==> src/rtcbcd_params.svh <==
// Purpose: Constants of the BCD time and weekday counter block
// Assumes: APB byte addresses, 32-bit data, 250 MHz pclk
// Notes:   Offsets, field positions, reset values and timing counts
`ifndef RTCBCD_PARAMS_SVH
`define RTCBCD_PARAMS_SVH

// ----------------------------------------------------------------
// Register offsets
// ----------------------------------------------------------------
`define RTC_OFS_SEC    8'h00
`define RTC_OFS_MIN    8'h04
`define RTC_OFS_HOUR   8'h08
`define RTC_OFS_WDAY   8'h0C
`define RTC_OFS_CTRL1  8'h10
`define RTC_OFS_CTRL2  8'h14
`define RTC_OFS_ISTAT  8'h18
`define RTC_OFS_IMASK  8'h1C

// ----------------------------------------------------------------
// Field positions
// ----------------------------------------------------------------
`define RTC_C1_START   7
`define RTC_C1_FMT24   6
`define RTC_C1_PM      5
`define RTC_C1_SRST    4
`define RTC_C1_BUSY    1
`define RTC_C2_SECIE   0

// ----------------------------------------------------------------
// Count limits and reset values
// ----------------------------------------------------------------
`define RTC_UNITS_LAST 4'h9
`define RTC_TENS_LAST  4'h5
`define RTC_H24_LAST   7'h23
`define RTC_H12_LAST   7'h11
`define RTC_DAY_LAST   3'h6
`define RTC_RST_TIME   7'h00
`define RTC_RST_DAY    3'h0

// ----------------------------------------------------------------
// Timing
// ----------------------------------------------------------------
`define RTC_SEC_PERIOD_NS 1000000000
`define RTC_CLK_PERIOD_NS 4
`define RTC_TICK_CYCLES   (`RTC_SEC_PERIOD_NS / `RTC_CLK_PERIOD_NS)

`endif

==> src/rtcbcd_pkg.sv <==
// Purpose: Types of the BCD time and weekday counter block
// Assumes: Nothing beyond the params header
// Notes:   Types only, constants live in the header
`default_nettype none
package rtcbcd_pkg;
    typedef logic [6:0] rtcbcd_time_t;   // Two BCD digits, bit 7 absent
    typedef logic [3:0] rtcbcd_digit_t;  // One BCD digit
    typedef logic [2:0] rtcbcd_day_t;    // Weekday code
endpackage
`default_nettype wire

==> src/rtcbcd_top.sv <==
// Purpose: Seconds, minutes, hours and weekday BCD counters with APB slave
// Assumes: One 250 MHz clock, one-second tick from an internal divider
// Notes:   One clock, APB registers, sticky per-second interrupt
//
// The APB slave port and the register offsets were left to the implementer.
`timescale 1ns/1ps
`default_nettype none
`include "rtcbcd_params.svh"

module rtcbcd_top #(
    parameter int unsigned TICK_CYCLES = `RTC_TICK_CYCLES  // Clocks per second
) (
    input  wire logic        pclk,     // APB clock, 250 MHz
    input  wire logic        presetn,  // Async reset, active low
    input  wire logic        psel,     // APB select
    input  wire logic        penable,  // APB access phase
    input  wire logic        pwrite,   // APB write
    input  wire logic [7:0]  paddr,    // APB byte address
    input  wire logic [31:0] pwdata,   // APB write data
    output var  logic [31:0] prdata,   // APB read data
    output var  logic        pready,   // APB ready
    output var  logic        pslverr,  // APB error, unmapped address
    output var  logic        irq       // Level interrupt
);

    // ------------------------------------------------------------
    // BCD step: returns {wrap, next digit}
    // ------------------------------------------------------------
    // Using >= also pulls an illegal preset back to zero
    function automatic logic [4:0] bcd_step(input logic [3:0] d, input logic [3:0] last);
        bcd_step = (d >= last) ? 5'h10 : {1'b0, d + 4'h1};
    endfunction

    rtcbcd_pkg::rtcbcd_time_t sec_q, sec_d, min_q, min_d, hour_q, hour_d;
    rtcbcd_pkg::rtcbcd_day_t  day_q, day_d;
    logic [27:0] div_q;
    logic        start_q, fmt_q, pm_q, srst_q, busy_q, secie_q;
    logic        istat_q, mask_q, irq_q, pready_q, pslverr_q;
    logic [31:0] prdata_q;

    // ------------------------------------------------------------
    // APB decode
    // ------------------------------------------------------------
    wire logic setup     = psel & ~penable;
    wire logic acc       = psel & penable & pready_q;
    wire logic wr        = acc & pwrite;
    wire logic rd        = acc & ~pwrite;
    wire logic hit_sec   = (paddr == `RTC_OFS_SEC);
    wire logic hit_min   = (paddr == `RTC_OFS_MIN);
    wire logic hit_hour  = (paddr == `RTC_OFS_HOUR);
    wire logic hit_day   = (paddr == `RTC_OFS_WDAY);
    wire logic hit_c1    = (paddr == `RTC_OFS_CTRL1);
    wire logic hit_c2    = (paddr == `RTC_OFS_CTRL2);
    wire logic hit_ist   = (paddr == `RTC_OFS_ISTAT);
    wire logic hit_msk   = (paddr == `RTC_OFS_IMASK);
    wire logic mapped    = hit_sec | hit_min | hit_hour | hit_day | hit_c1 | hit_c2
                           | hit_ist | hit_msk;
    // Soft reset acts on the falling write of the bit, not on the set
    wire logic srst_fire = wr & hit_c1 & srst_q & ~pwdata[`RTC_C1_SRST];

    // ------------------------------------------------------------
    // One-second tick divider
    // ------------------------------------------------------------
    wire logic div_end = (div_q == 28'(TICK_CYCLES - 1));
    wire logic tick    = start_q & div_end;

    always_ff @(posedge pclk or negedge presetn)
    begin
        if (!presetn)
            div_q <= 28'h0000000;
        else if (srst_fire || !start_q || div_end)
            div_q <= 28'h0000000;
        else
            div_q <= div_q + 28'h0000001;
    end

    // ------------------------------------------------------------
    // Carry chain
    // ------------------------------------------------------------
    wire logic [4:0] su_n = bcd_step(sec_q[3:0], `RTC_UNITS_LAST);
    wire logic [4:0] st_n = bcd_step({1'b0, sec_q[6:4]}, `RTC_TENS_LAST);
    wire logic [4:0] mu_n = bcd_step(min_q[3:0], `RTC_UNITS_LAST);
    wire logic [4:0] mt_n = bcd_step({1'b0, min_q[6:4]}, `RTC_TENS_LAST);
    wire logic [4:0] hu_n = bcd_step(hour_q[3:0], `RTC_UNITS_LAST);
    wire logic       c_s1 = tick & su_n[4];
    wire logic       c_s2 = c_s1 & st_n[4];
    wire logic       c_m1 = c_s2 & mu_n[4];
    wire logic       c_m2 = c_m1 & mt_n[4];
    // 24-hour mode ends at 23, 12-hour mode at 11 with the PM flag
    wire logic       h_last  = fmt_q ? (hour_q >= `RTC_H24_LAST)
                                     : (hour_q >= `RTC_H12_LAST);
    wire logic       day_adv = c_m2 & h_last & (fmt_q | pm_q);
    wire logic [2:0] ht_inc  = hour_q[6:4] + 3'h1;
    wire rtcbcd_pkg::rtcbcd_time_t hour_step = h_last ? `RTC_RST_TIME
                                  : hu_n[4] ? {ht_inc, 4'h0}
                                  : {hour_q[6:4], hu_n[3:0]};
    wire rtcbcd_pkg::rtcbcd_day_t day_step = (day_q >= `RTC_DAY_LAST) ? `RTC_RST_DAY
                                  : day_q + 3'h1;

    // ------------------------------------------------------------
    // Next time values, software write wins over its own register
    // ------------------------------------------------------------
    assign sec_d  = srst_fire ? `RTC_RST_TIME
                  : (wr & hit_sec) ? pwdata[6:0]
                  : tick ? {(c_s1 ? st_n[2:0] : sec_q[6:4]), su_n[3:0]} : sec_q;
    assign min_d  = srst_fire ? `RTC_RST_TIME
                  : (wr & hit_min) ? pwdata[6:0]
                  : c_s2 ? {(c_m1 ? mt_n[2:0] : min_q[6:4]), mu_n[3:0]} : min_q;
    assign hour_d = srst_fire ? `RTC_RST_TIME
                  : (wr & hit_hour) ? pwdata[6:0]
                  : c_m2 ? hour_step : hour_q;
    // A written 111 is kept as is; it steps to Sunday on the next day carry
    assign day_d  = srst_fire ? `RTC_RST_DAY
                  : (wr & hit_day) ? pwdata[2:0]
                  : day_adv ? day_step : day_q;

    // Time and weekday registers
    always_ff @(posedge pclk or negedge presetn)
    begin
        if (!presetn)
        begin
            sec_q  <= `RTC_RST_TIME;
            min_q  <= `RTC_RST_TIME;
            hour_q <= `RTC_RST_TIME;
            day_q  <= `RTC_RST_DAY;
        end
        else
        begin
            sec_q  <= sec_d;
            min_q  <= min_d;
            hour_q <= hour_d;
            day_q  <= day_d;
        end
    end

    // ------------------------------------------------------------
    // Control registers
    // ------------------------------------------------------------
    // Soft reset also drops start, format and PM; the busy flag lags start
    always_ff @(posedge pclk or negedge presetn)
    begin
        if (!presetn)
        begin
            start_q <= 1'b0;
            fmt_q   <= 1'b0;
            pm_q    <= 1'b0;
            srst_q  <= 1'b0;
            busy_q  <= 1'b0;
            secie_q <= 1'b0;
            mask_q  <= 1'b0;
        end
        else
        begin
            busy_q <= start_q;
            if (srst_fire)
            begin
                start_q <= 1'b0;
                fmt_q   <= 1'b0;
                pm_q    <= 1'b0;
                srst_q  <= 1'b0;
                secie_q <= 1'b0;
            end
            else
            begin
                if (wr & hit_c1)
                begin
                    start_q <= pwdata[`RTC_C1_START];
                    fmt_q   <= pwdata[`RTC_C1_FMT24];
                    srst_q  <= pwdata[`RTC_C1_SRST];
                end
                if (wr & hit_c1)
                    pm_q <= pwdata[`RTC_C1_PM];
                else if (c_m2 & h_last & ~fmt_q)
                    pm_q <= ~pm_q;
                if (wr & hit_c2)
                    secie_q <= pwdata[`RTC_C2_SECIE];
            end
            if (wr & hit_msk)
                mask_q <= pwdata[0];
        end
    end

    // ------------------------------------------------------------
    // Interrupt status: set wins over the read clear
    // ------------------------------------------------------------
    // Only a bit already returned to software is cleared, so an event
    // landing between setup and access is kept
    wire logic ev_sec  = tick & secie_q;
    wire logic ist_clr = rd & hit_ist & prdata_q[0];

    always_ff @(posedge pclk or negedge presetn)
    begin
        if (!presetn)
        begin
            istat_q <= 1'b0;
            irq_q   <= 1'b0;
        end
        else
        begin
            istat_q <= ev_sec | (istat_q & ~ist_clr);
            irq_q   <= istat_q & mask_q;
        end
    end

    // ------------------------------------------------------------
    // Read mux and APB answer
    // ------------------------------------------------------------
    wire logic [7:0] c1_rd = {start_q, fmt_q, pm_q, srst_q, 2'h0, busy_q, 1'b0};
    wire logic [31:0] rd_mux =
          hit_sec  ? {25'h0, sec_q}
        : hit_min  ? {25'h0, min_q}
        : hit_hour ? {25'h0, hour_q}
        : hit_day  ? {29'h0, day_q}
        : hit_c1   ? {24'h0, c1_rd}
        : hit_c2   ? {31'h0, secie_q}
        : hit_ist  ? {31'h0, istat_q}
        : hit_msk  ? {31'h0, mask_q}
        : 32'h00000000;

    // Data and error are loaded in setup so the access phase never waits
    always_ff @(posedge pclk or negedge presetn)
    begin
        if (!presetn)
        begin
            prdata_q  <= 32'h00000000;
            pslverr_q <= 1'b0;
            pready_q  <= 1'b0;
        end
        else
        begin
            pready_q <= 1'b1;
            if (setup)
            begin
                prdata_q  <= pwrite ? 32'h00000000 : rd_mux;
                pslverr_q <= ~mapped;
            end
        end
    end

    assign prdata  = prdata_q;
    assign pready  = pready_q;
    assign pslverr = pslverr_q;
    assign irq     = irq_q;
endmodule // rtcbcd_top
`default_nettype wire
==> config.mk <==
export PLATFORM = sky130hd
export DESIGN_NAME = rtcbcd_top
export DESIGN_NICKNAME = d
export VERILOG_FILES = /design/src/rtcbcd_pkg.sv /design/src/rtcbcd_top.sv
export VERILOG_INCLUDE_DIRS = /design/src
export SDC_FILE = /design/constraint.sdc
export NUM_CORES = 1
export LEC_CHECK = 0
export ABC_AREA = 1
export BUFFER_PORTS_ARGS = -buffer_cell sky130_fd_sc_hd__buf_2
export CORE_MARGIN = 5
export CORE_UTILIZATION = 55
export DETAILED_ROUTE_END_ITERATION = 8
export GPL_TIMING_DRIVEN = 1
export HOLD_SLACK_MARGIN = 0.03
export PLACE_DENSITY = 0.78
export SYNTH_ARGS = -nofsm -noshare
export SYNTH_HDL_FRONTEND = slang
export SYNTH_SLANG_ARGS = --single-unit
==> constraint.sdc <==
create_clock -name pclk -period 2.3 [get_ports pclk]
set_clock_uncertainty 0.2 [all_clocks]
set_input_delay 0.69 -clock pclk [delete_from_list [all_inputs] [get_ports pclk]]
set_output_delay 0.69 -clock pclk [all_outputs]
set_load 0.01 [all_outputs]
[Word-level counts from Yosys, hierarchy flattened]
Cells that the tools add are included.
Storage, ports and cells
  register bits after elaboration: 95
  bits in latches: 0
  memory bits (writable): 0
  memory bits (read-only): 0
  input bits: 45
  output and inout bits: 35
  memories: 0
Cells by class
  add/subtract/negate cells: 8
  multiply operators: 0
  div/mod/pow operators: 0
  order comparisons: 8
  equal/unequal tests: 8
  shifts and indexed selects: 0
  multiplexer cells: 44
  bitwise operators: 43
  reductions and logical operators: 17
Operator list (count)
  7-bit two-way mux: 11
  8-bit two-way mux: 6
  8-bit by 5-bit == test with 1-bit output (second input constant): 4
  28-bit by 1-bit adder with 28-bit output (second input constant): 1
  28-bit == test (second input constant): 1
  28-bit two-way mux: 1
  1-bit bitwise AND: 27
  5-bit two-way mux: 5
  3-bit nonzero test: 7
  3-bit two-way mux: 6
  8-bit by 4-bit == test with 1-bit output (second input constant): 2
  1-bit two-way mux: 15
  4-bit by 1-bit adder with 4-bit output (second input constant): 3
  4-bit greater-or-equal comparator (second input constant): 3
  3-bit greater-or-equal comparator (second input constant): 3
  1-bit OR: 9
  3-bit by 1-bit adder with 4-bit output (second input constant): 2
  8-bit by 3-bit == test with 1-bit output (second input constant): 1
  8-bit logical NOT: 1
  7-bit by 5-bit greater-or-equal comparator with 1-bit output (second input constant): 1
  7-bit by 6-bit greater-or-equal comparator with 1-bit output (second input constant): 1
  1-bit inverter: 7
  3-bit by 1-bit adder with 3-bit output (second input constant): 2
  2-bit AND reduction: 3
  other kinds (4): 6

[Logic depth before layout (Yosys ltp)]
  depth in word-level cells: 11
  mapped depth: 14
  gate-level depth less buffers: 13

[Worst setup path before layout]
Ideal clock, no wire load.
  path type: input -> register
  start: in paddr[7]
  end: reg hour_q[2]
  library setup time: 117 ps
  data arrival time: 1967 ps
  data required time: 1983 ps
  setup slack: 16 ps
  cell stages on the path: 13
  path buffers: 1
  path through: nor2_1 > nand2_1 > inv_1 > nand2_2 > nor2_4 > nand2_4 > nor3_4 > inv_2 > buf_6 > nand4_1 > nand2_1 > nand2_1 > nand2_1
On the way
  cells in the longest elaborated chain, start to end: 5
RTL lines
  from (decl): line rtcbcd_top.sv:18  | input wire logic [7:0] paddr,
  8-bit by 5-bit == test with 1-bit output (no source line)
  1-bit bitwise AND (3 in series): line rtcbcd_top.sv:59  | wire logic srst_fire = wr & hit_c1 & srst_q & ~pwdata[`RTC_C1_SRST];
  3-bit nonzero test (no source line) / 7-bit two-way mux (equally long branches)
  to (signal assigned): line rtcbcd_top.sv:124  | hour_q <= `RTC_RST_TIME;
  to (signal assigned): line rtcbcd_top.sv:131  | hour_q <= hour_d;
  to (decl): line rtcbcd_top.sv:34  | rtcbcd_pkg::rtcbcd_time_t sec_q, sec_d, min_q, min_d, hour_q, hour_d;
Several ways; a longest one is shown, not always the timed one.
A chain may end at the register's enable or synchronous reset.

[Final worst setup path]
  start: in paddr[1]
  end: reg prdata_q[0], in the netlist prdata[0]
On the way
  cells in the longest elaborated chain, start to end: 10
RTL lines
  8-bit by 5-bit == test with 1-bit output (no source line)
  1-bit two-way mux: line rtcbcd_top.sv:217  | : hit_msk ? {31'h0, mask_q}
  1-bit two-way mux: line rtcbcd_top.sv:216  | : hit_ist ? {31'h0, istat_q}
  1-bit two-way mux: line rtcbcd_top.sv:215  | : hit_c2 ? {31'h0, secie_q}
  8-bit two-way mux: line rtcbcd_top.sv:214  | : hit_c1 ? {24'h0, c1_rd}
  8-bit two-way mux: line rtcbcd_top.sv:213  | : hit_day ? {29'h0, day_q}
  8-bit two-way mux: line rtcbcd_top.sv:212  | : hit_hour ? {25'h0, hour_q}
  8-bit two-way mux: line rtcbcd_top.sv:211  | : hit_min ? {25'h0, min_q}
  8-bit two-way mux (*): line rtcbcd_top.sv:210  | hit_sec ? {25'h0, sec_q}
  8-bit two-way mux (*): line rtcbcd_top.sv:234  | prdata_q <= pwrite ? 32'h00000000 : rd_mux;
  to (signal assigned): line rtcbcd_top.sv:234
  to (decl): line rtcbcd_top.sv:39  | logic [31:0] prdata_q;
Mark *: on every way between the ends. The rest lies on a longest branch, timed or not.

==> flow_summary.yaml <==
outcome:
  status: "completed"
placed_design:
  dp_hpwl_um: 9150
  portBuffers: 31
  dpl_cell_area_um2: 5390
  routabilityCongestion: 0.897
  dp.cells: 840
route:
  firstDrtPassIters: 5
  drc_errors: 0
  wl_um: 12000
  routedWlPerCell_um: 14.0
  vias: 4639
  ant_nets: 0
  viasPerCell: 5.41
  drt-initial-drc-count: 300
floorplan:
  die_h_um: 103
  start_util_pct: 55.6
  die_area_um2: 10600
  core_um2: 8550
  fp.dieW_um: 103
  rows: 34
  io-pin-count: 80
hold_path:
  hold_path.class: "input pin to asynchronous set/reset pin"
yosys:
  synthCells: 649
  avgSynthCellArea_um2: 7.32
  synth_top_area_share_pct: 37.4
  synth_top_area_cell: "dfrtp_1"
  yosys-top-cells-area: "dfrtp_1 (37%), nand2_1 (10%), inv_1 (6.2%), nor2_1 (6.2%), nand3_1 (5.8%)"
  yosys_warnings: 0
  synth_cell_types: 43
  synthArstFlopShare_pct: 100
  synth_enable_flop_cells: 0
  ys_seq_area_share_pct: 37.4
  ys.flop_type: "dfrtp_1"
  netlist_area_um2: 4750
  ys_ff_latch: 71
grt:
  grt_max_degree: 72
  grt_use_total_pct: 23.6
  grt_pass1_vias: 4253
  grt_remaining_overflow: 0
  antenna_found_initial: 0
  grt_first_pass_wirelength_um: 19800
timing:
  finalCriticalPeriod_ps: 2150
  timing.setup.tns_ps: 0
  hold_viol: 0
  hold_ws_ps: 153
  timing.fmax_mhz: 465
  drv_slew: 0
  fin_crit_sh_pct: 93.5
  setup_viol: 0
job:
  maxCapViolCount: 0
critical_path:
  critPathRequiredTime_ps: 2330
  path_class: "input pin to flip-flop"
  end_kind: "flip-flop"
  r2r_start: "sec_q[0]"
  r2r_slack_ps: 160
  critPathArrivalTime_ps: 2180
  worstReg2RegEnd: "hour_q[2]"
  worst-r2r-cell-count: 10
  crit_fanout: 4
  start_kind: "input pin"
power_and_ir_drop:
  p_sw_share_pct: 24.0
  peakVddDrop_mv: 0.274
  p_per_area_nw_per_um2: 430
  power.leakage_uw: 0.00278
  p_switching_uw: 582
  clockPowerShare_pct: 41.2
  p_comb_share_pct: 6.5
  p_seq_share_pct: 52.3
  power.internal_uw: 1840
  p_total_uw: 2420
layout:
  syn_to_final_growth_pct: 18.3
  layout-drive-gt1-share_pct: 18.3
  stdcell_count: 858
  diodes: 0
  layout.nets: 809
  design_area_um2: 5620
clocking:
  cts_tree: "built"
  clk_pin_slew_ps: 70
  cts_buffers: 9
  cts_root_buf: "clkbuf_8"
  htree_levels: 3
  clock-sinks: 71
  cts_buffer_depth: 2
  clkLatencyLatePin_ps: 350
  hold_buffers: 0
layer usage:
layer	global-route usage (%)	up-vias	part of all wire, %	wire (µm)
li1	-	2294	-	-
met1	33.9	2150	45	5400
met2	35.7	171	46	5500
met3	3.52	24	7.2	858
met4	9.26	0	2.0	241
met5	0	-	0	0
logic make-up (layout without fill, tap and decap cells):
group	after synthesis	after routing	synth area share [%]
other	2	25	0.158
buffers and inverters	113	191	11.1
flip-flops	71	71	37.4
AO/OA/AOI/OAI	106	106	13.0
adder cells (fa/ha/maj)	19	19	5.00
XOR/XNOR	15	15	2.76
AND/OR/NAND/NOR	323	323	30.6
layout make-up:
cell class	count	area, µm²
Tap cell	108	135
Inverter	81	304
Clock inverter	3	42.5
Fill cell	687	2930
Clock buffer	13	149
Sequential cell	71	1780
Timing Repair Buffer	94	653
Multi-Input combinational cell	488	2560
power groups by stage:
| stage | Clock (µW) | Sequential, µW | Combinational (µW) |
|---|---|---|---|
| 3_3_place_gp | 0 | 1290 | 152 |
| 5_1_grt | 1070 | 1270 | 179 |
| 3_5_place_dp | 0 | 1290 | 157 |
| 2_1_floorplan | 0 | 1290 | 94.1 |
| 4_1_cts | 1020 | 1270 | 157 |
| 6_report | 996 | 1270 | 158 |
how the worst max path moves through the flow:
| stage | from | end | cells past startpoint |
|---|---|---|---|
| after detailed placement | paddr[7] | sec_q[2] | 11 |
| after global placement | paddr[7] | sec_q[6] | 11 |
| after floorplan | paddr[7] | hour_q[2] | 13 |
| after global routing | div_q[15] | pm_q | 13 |
| final | paddr[1] | prdata[0] | 9 |
| after CTS | div_q[0] | div_q[24] | 11 |
synth_stat cells, types with 2 or more instances:
cell type and count:
dfrtp_1 71, nor2_2 8, o21a_1 2, nor2_4 2
o221ai_1 2, o211ai_1 10, a31oi_1 8, nand3b_1 2
nand4_1 14, o21ai_1 3, nor2_1 78, o21ai_0 49
buf_4 25, inv_1 78, a221oi_1 2, xor2_1 11
clkbuf_1 4, buf_2 2, conb_1 2, a21oi_1 21
nand2_1 131, or2_2 2, nand3_1 55, a211oi_1 3
o2111ai_1 2, nor3_1 19, xnor2_1 4, inv_2 2
nand3_2 5, ha_1 19
state kept, by name (all words and copies together) (netlist names):
name     count
secie_q      1
irq          1
sec_q        7
pslverr      1
day_q        3
min_q        7
srst_q       1
busy_q       1
hour_q       7
mask_q       1
prdata       8
istat_q      1
fmt_q        1
start_q      1
pready       1
div_q       28
pm_q         1
layout by cell type (no fill, tap or decap), types with 9 or more instances in the layout:
master and instances:
ha_1 19, buf_2 31, nand2_1 130, xor2_1 11, nor2_1 74, o211ai_1 10
nand4_1 14, conb_1 25, buf_4 61, dfrtp_1 71, nand3_1 55, inv_1 78
nor2_2 9, a21oi_1 21, nor3_1 19, o21ai_0 49, clkbuf_8 10
metrics by stage:
| stage | util (%) | worst slack [ps] |
|---|---|---|
| 6_report | 65.8 | 151 |
| 3_3_place_gp | 63.0 | -113 |
| 3_5_place_dp | 63.0 | -178 |
| 4_1_cts | 65.3 | 100 |
| 5_1_grt | 65.8 | -17.1 |
| 2_1_floorplan | - | 16.1 |
worst max-delay path: stages:
cell,delay [ps]
buf_2,110
nor2_4,150
buf_4,150
nand3_1,80
or2_2,330
o21ai_0,280
o2111ai_1,210
nand3_1,120
nand2_1,60
timing repair:
item                       in CTS  in global routing
resized for setup               0                  8
setup buffers                   0                  2
setup endpoints to repair       0                 23
Note: power is estimated with default switching activity, not from simulation.
